===== config.mk =====
export PLATFORM = sky130hd
export DESIGN_NAME = tpm_tracker
export DESIGN_NICKNAME = d
export VERILOG_FILES = /design/src/rtl/tpm_pkg.sv /design/src/rtl/tpm_tracker.sv /design/src/rtl/tpm_extreme_cell.sv
export SDC_FILE = /design/constraint.sdc
export NUM_CORES = 2
export LEC_CHECK = 0
export ABC_CLOCK_PERIOD_IN_PS = 8000
export BUFFER_PORTS_ARGS = -buffer_cell sky130_fd_sc_hd__buf_4
export CAP_MARGIN = 20
export CORE_MARGIN = 2
export CORE_UTILIZATION = 26
export DETAILED_ROUTE_END_ITERATION = 6
export PLACE_DENSITY = 0.41
export REMOVE_ABC_BUFFERS = 1
export SLEW_MARGIN = 20
export SYNTH_ARGS = -nofsm -noshare
export SYNTH_HDL_FRONTEND = slang
export SYNTH_SLANG_ARGS = --single-unit

===== constraint.sdc =====
create_clock -name clk -period 8 [get_ports clk]
set_input_delay 1.6 -clock clk [delete_from_list [all_inputs] [get_ports clk]]
set_output_delay 1.6 -clock clk [all_outputs]
set_load 0.02 [all_outputs]

===== src/rtl/tpm_pkg.sv =====
// Package: types, command codes, sentinels and tracker table for the telemetry tracker
package tpm_pkg;

	// Measurement kinds carried with each conversion result
	typedef enum logic [2:0] {
		K_VIN,
		K_IIN,
		K_PIN,
		K_VOUT,
		K_IOUT,
		K_ETEMP,
		K_ITEMP
	} tpm_kind_t;

	// One conversion result from the converter sequencer
	typedef struct packed {
		tpm_kind_t          kind;
		logic               chan;
		logic [15:0]        data;
		logic signed [15:0] sense;
	} tpm_sample_t;

	// One read-word request from the host interface
	typedef struct packed {
		logic [7:0] cmd;
		logic       page;
	} tpm_rd_req_t;

	// Read-word command codes
	localparam logic [7:0] CMD_VIN        = 8'h88;
	localparam logic [7:0] CMD_IIN        = 8'h89;
	localparam logic [7:0] CMD_PIN        = 8'h97;
	localparam logic [7:0] CMD_VOUT       = 8'h8B;
	localparam logic [7:0] CMD_IOUT       = 8'h8C;
	localparam logic [7:0] CMD_TEMP1      = 8'h8D;
	localparam logic [7:0] CMD_TEMP2      = 8'h8E;
	localparam logic [7:0] CMD_IOUT_STEP  = 8'hBB;
	localparam logic [7:0] CMD_IIN_HIGH   = 8'hC4;
	localparam logic [7:0] CMD_IIN_LOW    = 8'hC5;
	localparam logic [7:0] CMD_PIN_HIGH   = 8'hC6;
	localparam logic [7:0] CMD_PIN_LOW    = 8'hC7;
	localparam logic [7:0] CMD_SENSE_RAW  = 8'hFA;
	localparam logic [7:0] CMD_VIN_HIGH   = 8'hDE;
	localparam logic [7:0] CMD_VOUT_HIGH  = 8'hDD;
	localparam logic [7:0] CMD_IOUT_HIGH  = 8'hD7;
	localparam logic [7:0] CMD_TEMP1_HIGH = 8'hDF;
	localparam logic [7:0] CMD_VIN_LOW    = 8'hFC;

	// Sentinel codes loaded on reset and clear
	localparam logic [15:0] SENT_PEAK      = 16'h7C00;
	localparam logic [15:0] SENT_MIN       = 16'h7BFF;
	localparam logic [15:0] SENT_VOUT_PEAK = 16'hF800;

	// Fixed-step current format: counts per ampere and saturation limits
	localparam int          STEP_PER_AMP = 400;
	localparam logic [15:0] STEP_POS_MAX = 16'h7FFF;
	localparam logic [15:0] STEP_NEG_MAX = 16'h8000;

	// Tracker table: index, sentinel, direction, format, source, scope
	localparam int          NCELL     = 12;
	localparam logic [1:0]  SCOPE_ALL = 2'h2;
	localparam int          C_IIN_HI  = 0;
	localparam int          C_IIN_LO  = 1;
	localparam int          C_PIN_HI  = 2;
	localparam int          C_PIN_LO  = 3;
	localparam int          C_VIN_HI  = 4;
	localparam int          C_VIN_LO  = 5;
	localparam int          C_VOUT_HI = 6;
	localparam int          C_IOUT_HI = 8;
	localparam int          C_TEMP_HI = 10;
	localparam logic [15:0] CELL_SENT [NCELL] = '{SENT_PEAK, SENT_MIN, SENT_PEAK, SENT_MIN,
		SENT_PEAK, SENT_MIN, SENT_VOUT_PEAK, SENT_VOUT_PEAK, SENT_PEAK, SENT_PEAK,
		SENT_PEAK, SENT_PEAK};
	localparam bit          CELL_MAX  [NCELL] = '{1, 0, 1, 0, 1, 0, 1, 1, 1, 1, 1, 1};
	localparam bit          CELL_L16  [NCELL] = '{0, 0, 0, 0, 0, 0, 1, 1, 0, 0, 0, 0};
	localparam tpm_kind_t   CELL_KIND [NCELL] = '{K_IIN, K_IIN, K_PIN, K_PIN, K_VIN, K_VIN,
		K_VOUT, K_VOUT, K_IOUT, K_IOUT, K_ETEMP, K_ETEMP};
	localparam logic [1:0]  CELL_SCOPE [NCELL] = '{SCOPE_ALL, SCOPE_ALL, SCOPE_ALL, SCOPE_ALL,
		SCOPE_ALL, SCOPE_ALL, 2'h0, 2'h1, 2'h0, 2'h1, 2'h0, 2'h1};

	// Linear-11 word to exact signed fixed point, scaled by 2^16
	function automatic logic signed [41:0] tpm_l11_fix(input logic [15:0] w);
		logic signed [41:0] x;
		logic [4:0]         sh;
		x  = 42'(signed'(w[10:0]));
		sh = w[15:11] ^ 5'h10;
		return x <<< sh;
	endfunction : tpm_l11_fix

	// Linear-11 current to signed 2.5 mA counts, saturated
	function automatic logic [15:0] tpm_l11_step(input logic [15:0] w);
		logic signed [39:0] p;
		logic [4:0]         e;
		p = 40'(signed'(w[10:0])) * 40'(STEP_PER_AMP);
		e = w[15:11];
		if (e[4]) begin
			p = p >>> (5'h0 - e);
		end else begin
			p = p <<< e;
		end
		if (p > 40'(signed'(STEP_POS_MAX))) begin
			return STEP_POS_MAX;
		end else if (p < 40'(signed'(STEP_NEG_MAX))) begin
			return STEP_NEG_MAX;
		end else begin
			return p[15:0];
		end
	endfunction : tpm_l11_step

endpackage : tpm_pkg


===== src/rtl/tpm_tracker.sv =====
// Telemetry readout with peak and minimum tracking for two channels
//
// Contract
// - Input-current peak holds the largest sample; 0x7C00 on reset, any clear, turn-on.
// - Input-current minimum holds the smallest; 0x7BFF on reset, any clear, turn-on.
// - Input-power peak holds the largest value; 0x7C00 on reset, clear, turn-on.
// - Input-power minimum holds the smallest value; 0x7BFF on reset, clear, turn-on.
// - Input-voltage peak holds the largest sample; 0x7C00 on reset, clear, turn-on.
// - Input-voltage minimum holds the smallest sample; 0x7BFF on reset, clear, turn-on.
// - Per channel output-voltage peak; 0xF800 on reset, own-page clear, own turn-on.
// - Per channel output-current peak; 0x7C00 on reset, own-page clear, own turn-on.
// - Per channel temperature peak; 0x7C00 on reset, own-page clear, own turn-on.
// - Page selects channel temperature; that value feeds all temperature work.
// - Invalid external temperature is replaced by the internal junction temperature.
// - Internal temperature is unpaged and feeds nothing except as a substitute.
// - Fixed-step current readout is signed 16-bit, one count per 2.5 mA.
// - Fixed-step current readout saturates at both extremes.
// - Sense readout is an unsigned 16-bit count, scale chosen by monitor select.
// - Sense readout holds the magnitude from the latest current conversion, uncompensated.
// - Peak and minimum values are returned by read-word commands in linear-11; output-voltage peaks in linear-16.
module tpm_tracker
	import tpm_pkg::*;
(
	// Clock and reset
	input  wire logic         clk,
	input  wire logic         srst,
	// Conversion results
	input  wire logic         sample_valid,
	input  wire tpm_sample_t  sample,
	input  wire logic [1:0]   ext_temp_ok,
	// Channel state and fault clear
	input  wire logic [1:0]   chan_on,
	input  wire logic         clear_req,
	input  wire logic         clear_page,
	// Read-word port
	input  wire logic         rd_req,
	input  wire tpm_rd_req_t  rd_cmd,
	output logic              rd_ack,
	output logic              rd_unsup,
	output logic [15:0]       rd_data,
	// Temperature used by the rest of the device
	output logic [1:0][15:0]  temp_for_calc
);

	logic [1:0]        on_prev_reg;
	logic [1:0]        on_rise;
	logic [15:0]       vin_reg;
	logic [15:0]       iin_reg;
	logic [15:0]       pin_reg;
	logic [15:0]       itemp_reg;
	logic [1:0][15:0]  vout_reg;
	logic [1:0][15:0]  iout_reg;
	logic [1:0][15:0]  etemp_reg;
	logic [1:0][15:0]  step_reg;
	logic [1:0][15:0]  sense_reg;
	logic [1:0][15:0]  temp_calc_reg;
	logic [15:0]       temp_sel;
	logic [NCELL-1:0][15:0] cell_val;
	logic [15:0]       rd_data_next;
	logic              rd_hit;
	logic              rd_ack_reg;
	logic              rd_unsup_reg;
	logic [15:0]       rd_data_reg;

	// Channel off-to-on detect
	always_ff @(posedge clk) begin
		if (srst) begin
			on_prev_reg <= 2'h0;
		end else begin
			on_prev_reg <= chan_on;
		end
	end

	assign on_rise = chan_on & ~on_prev_reg;

	// Latest unpaged input measurements
	always_ff @(posedge clk) begin
		if (srst) begin
			vin_reg   <= 16'h0000;
			iin_reg   <= 16'h0000;
			pin_reg   <= 16'h0000;
			itemp_reg <= 16'h0000;
		end else if (sample_valid) begin
			case (sample.kind)
				K_VIN:   vin_reg   <= sample.data;
				K_IIN:   iin_reg   <= sample.data;
				K_PIN:   pin_reg   <= sample.data;
				K_ITEMP: itemp_reg <= sample.data;
				default: ;
			endcase
		end
	end

	// Latest per-channel measurements and derived readouts
	always_ff @(posedge clk) begin
		if (srst) begin
			vout_reg  <= '0;
			iout_reg  <= '0;
			etemp_reg <= '0;
			step_reg  <= '0;
			sense_reg <= '0;
		end else if (sample_valid) begin
			case (sample.kind)
				K_VOUT: vout_reg[sample.chan] <= sample.data;
				K_IOUT: begin
					iout_reg[sample.chan]  <= sample.data;
					step_reg[sample.chan]  <= tpm_l11_step(sample.data);
					sense_reg[sample.chan] <= sample.sense[15] ?
						16'(-sample.sense) : sample.sense;
				end
				K_ETEMP: etemp_reg[sample.chan] <= sample.data;
				default: ;
			endcase
		end
	end

	// Substitute the junction temperature for a failed external sensor
	always_ff @(posedge clk) begin
		if (srst) begin
			temp_calc_reg <= '0;
		end else begin
			for (int c = 0; c < 2; c++) begin
				temp_calc_reg[c] <= ext_temp_ok[c] ? etemp_reg[c] : itemp_reg;
			end
		end
	end

	assign temp_for_calc = temp_calc_reg;

	// Temperature sample as seen by the peak tracker
	always_comb begin
		temp_sel = ext_temp_ok[sample.chan] ? sample.data : itemp_reg;
	end

	// Peak and minimum trackers
	genvar g;
	generate
		for (g = 0; g < NCELL; g++) begin : g_cell
			logic        cell_clr;
			logic        cell_load;
			logic        cell_chan_ok;
			logic        cell_rise;
			logic [15:0] cell_in;

			// Input trackers follow any page and either channel
			if (CELL_SCOPE[g] == SCOPE_ALL) begin : g_all
				assign cell_chan_ok = 1'b1;
				assign cell_rise    = |on_rise;
				assign cell_clr     = clear_req | cell_rise;
			end else begin : g_chan
				assign cell_chan_ok = sample.chan == CELL_SCOPE[g][0];
				assign cell_rise    = on_rise[CELL_SCOPE[g][0]];
				assign cell_clr     = (clear_req && clear_page == CELL_SCOPE[g][0])
					|| cell_rise;
			end

			assign cell_load = sample_valid && sample.kind == CELL_KIND[g] && cell_chan_ok;
			assign cell_in   = (CELL_KIND[g] == K_ETEMP) ? temp_sel : sample.data;

			tpm_extreme_cell #(
				.SENTINEL (CELL_SENT[g]),
				.IS_MAX   (CELL_MAX[g]),
				.IS_L16   (CELL_L16[g])
			) u_cell (
				.clk    (clk),
				.srst   (srst),
				.clear  (cell_clr),
				.load   (cell_load),
				.sample (cell_in),
				.value  (cell_val[g])
			);
		end
	endgenerate

	// Read-word decode by command code and page
	always_comb begin
		rd_hit       = 1'b1;
		rd_data_next = 16'h0000;
		case (rd_cmd.cmd)
			CMD_VIN:        rd_data_next = vin_reg;
			CMD_IIN:        rd_data_next = iin_reg;
			CMD_PIN:        rd_data_next = pin_reg;
			CMD_VOUT:       rd_data_next = vout_reg[rd_cmd.page];
			CMD_IOUT:       rd_data_next = iout_reg[rd_cmd.page];
			CMD_TEMP1:      rd_data_next = temp_calc_reg[rd_cmd.page];
			CMD_TEMP2:      rd_data_next = itemp_reg;
			CMD_IOUT_STEP:  rd_data_next = step_reg[rd_cmd.page];
			CMD_SENSE_RAW:  rd_data_next = sense_reg[rd_cmd.page];
			CMD_IIN_HIGH:   rd_data_next = cell_val[C_IIN_HI];
			CMD_IIN_LOW:    rd_data_next = cell_val[C_IIN_LO];
			CMD_PIN_HIGH:   rd_data_next = cell_val[C_PIN_HI];
			CMD_PIN_LOW:    rd_data_next = cell_val[C_PIN_LO];
			CMD_VIN_HIGH:   rd_data_next = cell_val[C_VIN_HI];
			CMD_VIN_LOW:    rd_data_next = cell_val[C_VIN_LO];
			CMD_VOUT_HIGH:  rd_data_next = cell_val[C_VOUT_HI + int'(rd_cmd.page)];
			CMD_IOUT_HIGH:  rd_data_next = cell_val[C_IOUT_HI + int'(rd_cmd.page)];
			CMD_TEMP1_HIGH: rd_data_next = cell_val[C_TEMP_HI + int'(rd_cmd.page)];
			default:        rd_hit = 1'b0;
		endcase
	end

	// Registered read answer, one cycle after the request
	always_ff @(posedge clk) begin
		if (srst) begin
			rd_ack_reg   <= 1'b0;
			rd_unsup_reg <= 1'b0;
			rd_data_reg  <= 16'h0000;
		end else begin
			rd_ack_reg   <= rd_req && rd_hit;
			rd_unsup_reg <= rd_req && !rd_hit;
			if (rd_req) begin
				rd_data_reg <= rd_data_next;
			end
		end
	end

	assign rd_ack   = rd_ack_reg;
	assign rd_unsup = rd_unsup_reg;
	assign rd_data  = rd_data_reg;

	logic quiet;
	assign quiet = !sample_valid && !clear_req && on_rise == 2'h0;
endmodule : tpm_tracker


===== src/rtl/tpm_extreme_cell.sv =====
// One stored peak or minimum value with its own compare
module tpm_extreme_cell
	import tpm_pkg::*;
#(
	parameter logic [15:0] SENTINEL = 16'h7C00,
	parameter bit          IS_MAX   = 1'b1,
	parameter bit          IS_L16   = 1'b0
) (
	// Clock and reset
	input  wire logic        clk,
	input  wire logic        srst,
	// Control
	input  wire logic        clear,
	input  wire logic        load,
	input  wire logic [15:0] sample,
	// Stored value
	output logic [15:0]      value
);

	logic [15:0] value_reg;
	logic        fresh_reg;
	logic [15:0] base;
	logic        base_fresh;
	logic        better;

	// Sentinel is the comparison base on the clear cycle itself
	always_comb begin
		base       = clear ? SENTINEL : value_reg;
		base_fresh = clear | fresh_reg;
		if (IS_L16) begin
			// Unsigned words; a freshly cleared value counts as zero
			better = base_fresh ? (sample != 16'h0000) : (sample > base);
		end else if (IS_MAX) begin
			better = tpm_l11_fix(sample) > tpm_l11_fix(base);
		end else begin
			better = tpm_l11_fix(sample) < tpm_l11_fix(base);
		end
	end

	// Sample in the clear cycle is kept against the sentinel
	always_ff @(posedge clk) begin
		if (srst) begin
			value_reg <= SENTINEL;
			fresh_reg <= 1'b1;
		end else if (load && better) begin
			value_reg <= sample;
			fresh_reg <= 1'b0;
		end else if (clear) begin
			value_reg <= SENTINEL;
			fresh_reg <= 1'b1;
		end
	end

	assign value = value_reg;

endmodule : tpm_extreme_cell


==> flow_metrics.env <==
export IMPL_drive_above_1_share=0.1010
export IMPL_totalWireLength_um=241700
export IMPL_stdcell_count=8550
export IMPL_synth_cells_most_frequent="nand2_1, a21oi_1, nor2_1, ha_1, dfxtp_1"
export IMPL_hold_path_class="reg -> reg"
export IMPL_synth_xor_area_share=0.005123
export IMPL_relSlewSlack=0.1884
export IMPL_drv_cap=0
export IMPL_drc_errors=0
export IMPL_track_usage=0.2585
export IMPL_largest_register_ffs=192
export IMPL_grt_pass1_vias=46440
export IMPL_core_area_um2=176300
export IMPL_worst_path_buf_inv=2
export IMPL_ys_seq_area_frac=0.2039
export IMPL_fp_dieH_um=425.3
export IMPL_holdBufCountCts=0
export IMPL_finish_instance_area_um2=51800
export IMPL_routedWlPerCell_um=28.27
export IMPL_routed_via_density=5.760
export IMPL_slowest_stage="o21ai_2"
export IMPL_use_met2=0.4061
export IMPL_rrSetupSlack_ns=2.00
export IMPL_ys_top_cells_by_area="dfxtp_1, ha_1, nand2_1, a21oi_1, mux2i_1"
export IMPL_outcome="finished, final reports clean"
export IMPL_drt_pre_antenna_iters=7
export IMPL_critPathCaptureType="flip-flop"
export IMPL_yosys_mux_area_fraction=0.1182
export IMPL_cpMostUsedCell="ha_1"
export IMPL_dp_hpwl_um=180400
export IMPL_met1_usage=0.3527
export IMPL_r2r_end="g_cell[5].u_cell.value[10]"
export IMPL_switching_share=0.3761
export IMPL_cts_buffers=59
export IMPL_crit_family="compound AO/OA/AOI/OAI gates"
export IMPL_grt_busiest_layer="met2"
export IMPL_fin_crit_sh=0.8706
export IMPL_cts_tree="yes"
export IMPL_netSwitchingPower_uw=2875
export IMPL_finalCriticalPeriod_ns=6.965
export IMPL_num_io_pins=105
export IMPL_finalSetupViolations=0
export IMPL_synth_most_common_cell="nand2_1"
export IMPL_tightest_slew_ns=1.217
export IMPL_place_area_um2=49840
export IMPL_grt_pass1_wl_um=344100
export IMPL_antenna_found_initial=11
export IMPL_synth_edff_count=0
export IMPL_synth_simple_area_share=0.2385
export IMPL_final_antenna_net_count=0
export IMPL_synth_top_cell_area_share=0.2039
export IMPL_async_reset_ff_frac=0
export IMPL_post_place_ws_ns=0.5654
export IMPL_synth_adder_area_share=0.1373
export IMPL_die_area_um2=180900
export IMPL_critPathArrivalTime_ns=7.52
export IMPL_comb_power_share=0.319
export IMPL_holdCritStartpoint="step_reg[25]"
export IMPL_crit_chain="buf_4 > clkinv_1 > ha_1 > ha_1 > ha_1 > ha_1 > fa_1 > a21oi_2 > o221ai_2 > a2bb2o_1 > nor3_1 > nor4_2 > a32oi_1 > o31ai_1 > nand4_1 > o21ai_2 > a31oi_1 > a21o_1"
export IMPL_fp_row_count=154
export IMPL_ys_flop_type="dfxtp_1"
export IMPL_syn2layout_area_growth_pct=12.24
export IMPL_vdd_drop_max_uv=182.6
export IMPL_yosysWarnings=0
export IMPL_synth_compound_gate_area_share=0.2509
export IMPL_synth_seq_cells=470
export IMPL_report_final_hold_viol_count=0
export IMPL_cts_buffer_depth=3
export IMPL_min_path_cells=2
export IMPL_port_buffers=104
export IMPL_synth_area_per_cell_um2=7.357
export IMPL_cts_setup_buffers=0
export IMPL_drtIter0Drc=5557
export IMPL_whs_ns=0.4495
export IMPL_gp_congestion=0.9787
export IMPL_grt_setup_unrepaired="no"
export IMPL_power_frac_seq=0.316
export IMPL_fin_nets=6718
export IMPL_power_leakage_uw=0.02023
export IMPL_p_clk_frac=0.365
export IMPL_synth_area_leader_cell="dfxtp_1"
export IMPL_syn_instance_count=6274
export IMPL_use_met3=0.03326
export IMPL_required_ns=8.55
export IMPL_dp_cells=8440
export IMPL_r2r_start="on_prev_reg[0]"
export IMPL_clk_pin_slew_ns=0.06
export IMPL_p_int_uw=4769
export IMPL_p_total_uw=7645
export IMPL_cts_root_buffer="clkbuf_16"
export IMPL_critPathMaxFanout=15
export IMPL_initial_core_util=0.2618
export IMPL_worst_r2r_cell_count=20
export IMPL_setup_slack_ns=1.035
export IMPL_min_to="step_reg[25]"
export IMPL_num_vias=49250
export IMPL_cts_resized=0
export IMPL_drv_slew=0
export IMPL_critPathMaxStageDelay_ns=0.66
export IMPL_clk_latency_ns=0.70
export IMPL_powerDensity_nw_per_um2=147.6
export IMPL_syn_cell_area_um2=46160
export IMPL_grt_max_degree=78
export IMPL_crit_type="in -> reg"
export IMPL_die_w_um=425.3
export IMPL_fmax_ghz=0.1436
export IMPL_skew_ns=0.04997
export IMPL_overflow=0
export IMPL_htree_levels=2
export IMPL_synth_top_family_by_area="compound AO/OA/AOI/OAI gates"
export IMPL_numClockSinks=470
export IMPL_ys_types=101
export IMPL_start_kind="primary input"
power groups by stage:
stage / Sequential, uW / Clock [uW] / Combinational, uW
floorplan: 2450 / 0 / 1410
global placement: 2470 / 0 / 2370
detailed placement: 2470 / 0 / 2370
CTS: 2420 / 2830 / 2390
global route: 2420 / 2930 / 2630
finish: 2420 / 2790 / 2440
worst max-delay path by stage:
stage / endpoint / depth (start not counted) / slack (ns) / from
after CTS: g_cell[11].u_cell.value[12] / 21 / 1.28 / sample[32]
after detailed placement: g_cell[11].u_cell.value[12] / 21 / 0.57 / sample[32]
after global routing: g_cell[11].u_cell.value[11] / 21 / 0.67 / sample[32]
after global placement: g_cell[11].u_cell.value[12] / 22 / 0.55 / sample[32]
final: step_reg[17] / 18 / 1.04 / sample[17]
after floorplan: g_cell[9].u_cell.value[0] / 18 / -1.16 / chan_on[1]
tightest hold or removal path: stages, from the launching register on:
cell     delay [ns]
dfxtp_1        0.31
nand2_1        0.05
o21ai_1        0.05
through the flow:
step | setup TNS [ns] | utilization
after floorplan | -45.16 | -
after global placement | 0 | 0.2826
after detailed placement | 0 | 0.2827
after CTS | 0 | 0.2938
after global routing | 0 | 0.2938
final | 0 | 0.2938
cells by family after synthesis:
| logic type | count (synthesis) |
|---|---|
| muxes | 451 |
| adders and majority gates | 501 |
| DFF | 470 |
| AOI/OAI and AO/OA | 1850 |
| and+or+nand+nor | 2419 |
| xor gates and xnor gates | 27 |
| buffers and inverters | 556 |
placed cells by master, fill, tap and decap left out, types with 55 or more instances in the layout:
cell type  synthesis  layout
mux2_2            71      71
mux4_2            68      68
o21a_1            56      55
o21ai_0          384     371
nand2_1          963     963
a31oi_1           62      60
dfxtp_1          470     470
a21oi_1          655     652
clkbuf_16          0      59
buf_4              1     315
nand3_1          172     171
nand4_1          133     133
mux2i_1          311     308
nor2b_1           72      72
a211oi_1          74      74
ha_1             492     492
a21o_1           176     176
nor3_1           170     163
nor2_1           594     591
nand2b_1          72      72
routing by layer:
layer  vias up  wire length [um]
met1     23930            107100
met2      2013            106200
met4        10             12260
met3       419             16160
met5         -                74
li1      22870                 -
cell type report:
class	count	area (um^2)
fillers	19320	124500
clock buffers	83	1657
repair buffers	319	2425
flip-flops and latches	470	9409
clock inverters	24	299.0
well taps	2340	2928
inverters	64	242.7
multi-input cells	5248	34840
diodes	2	5.005
No activity file was read; power rests on OpenSTA's default activity.
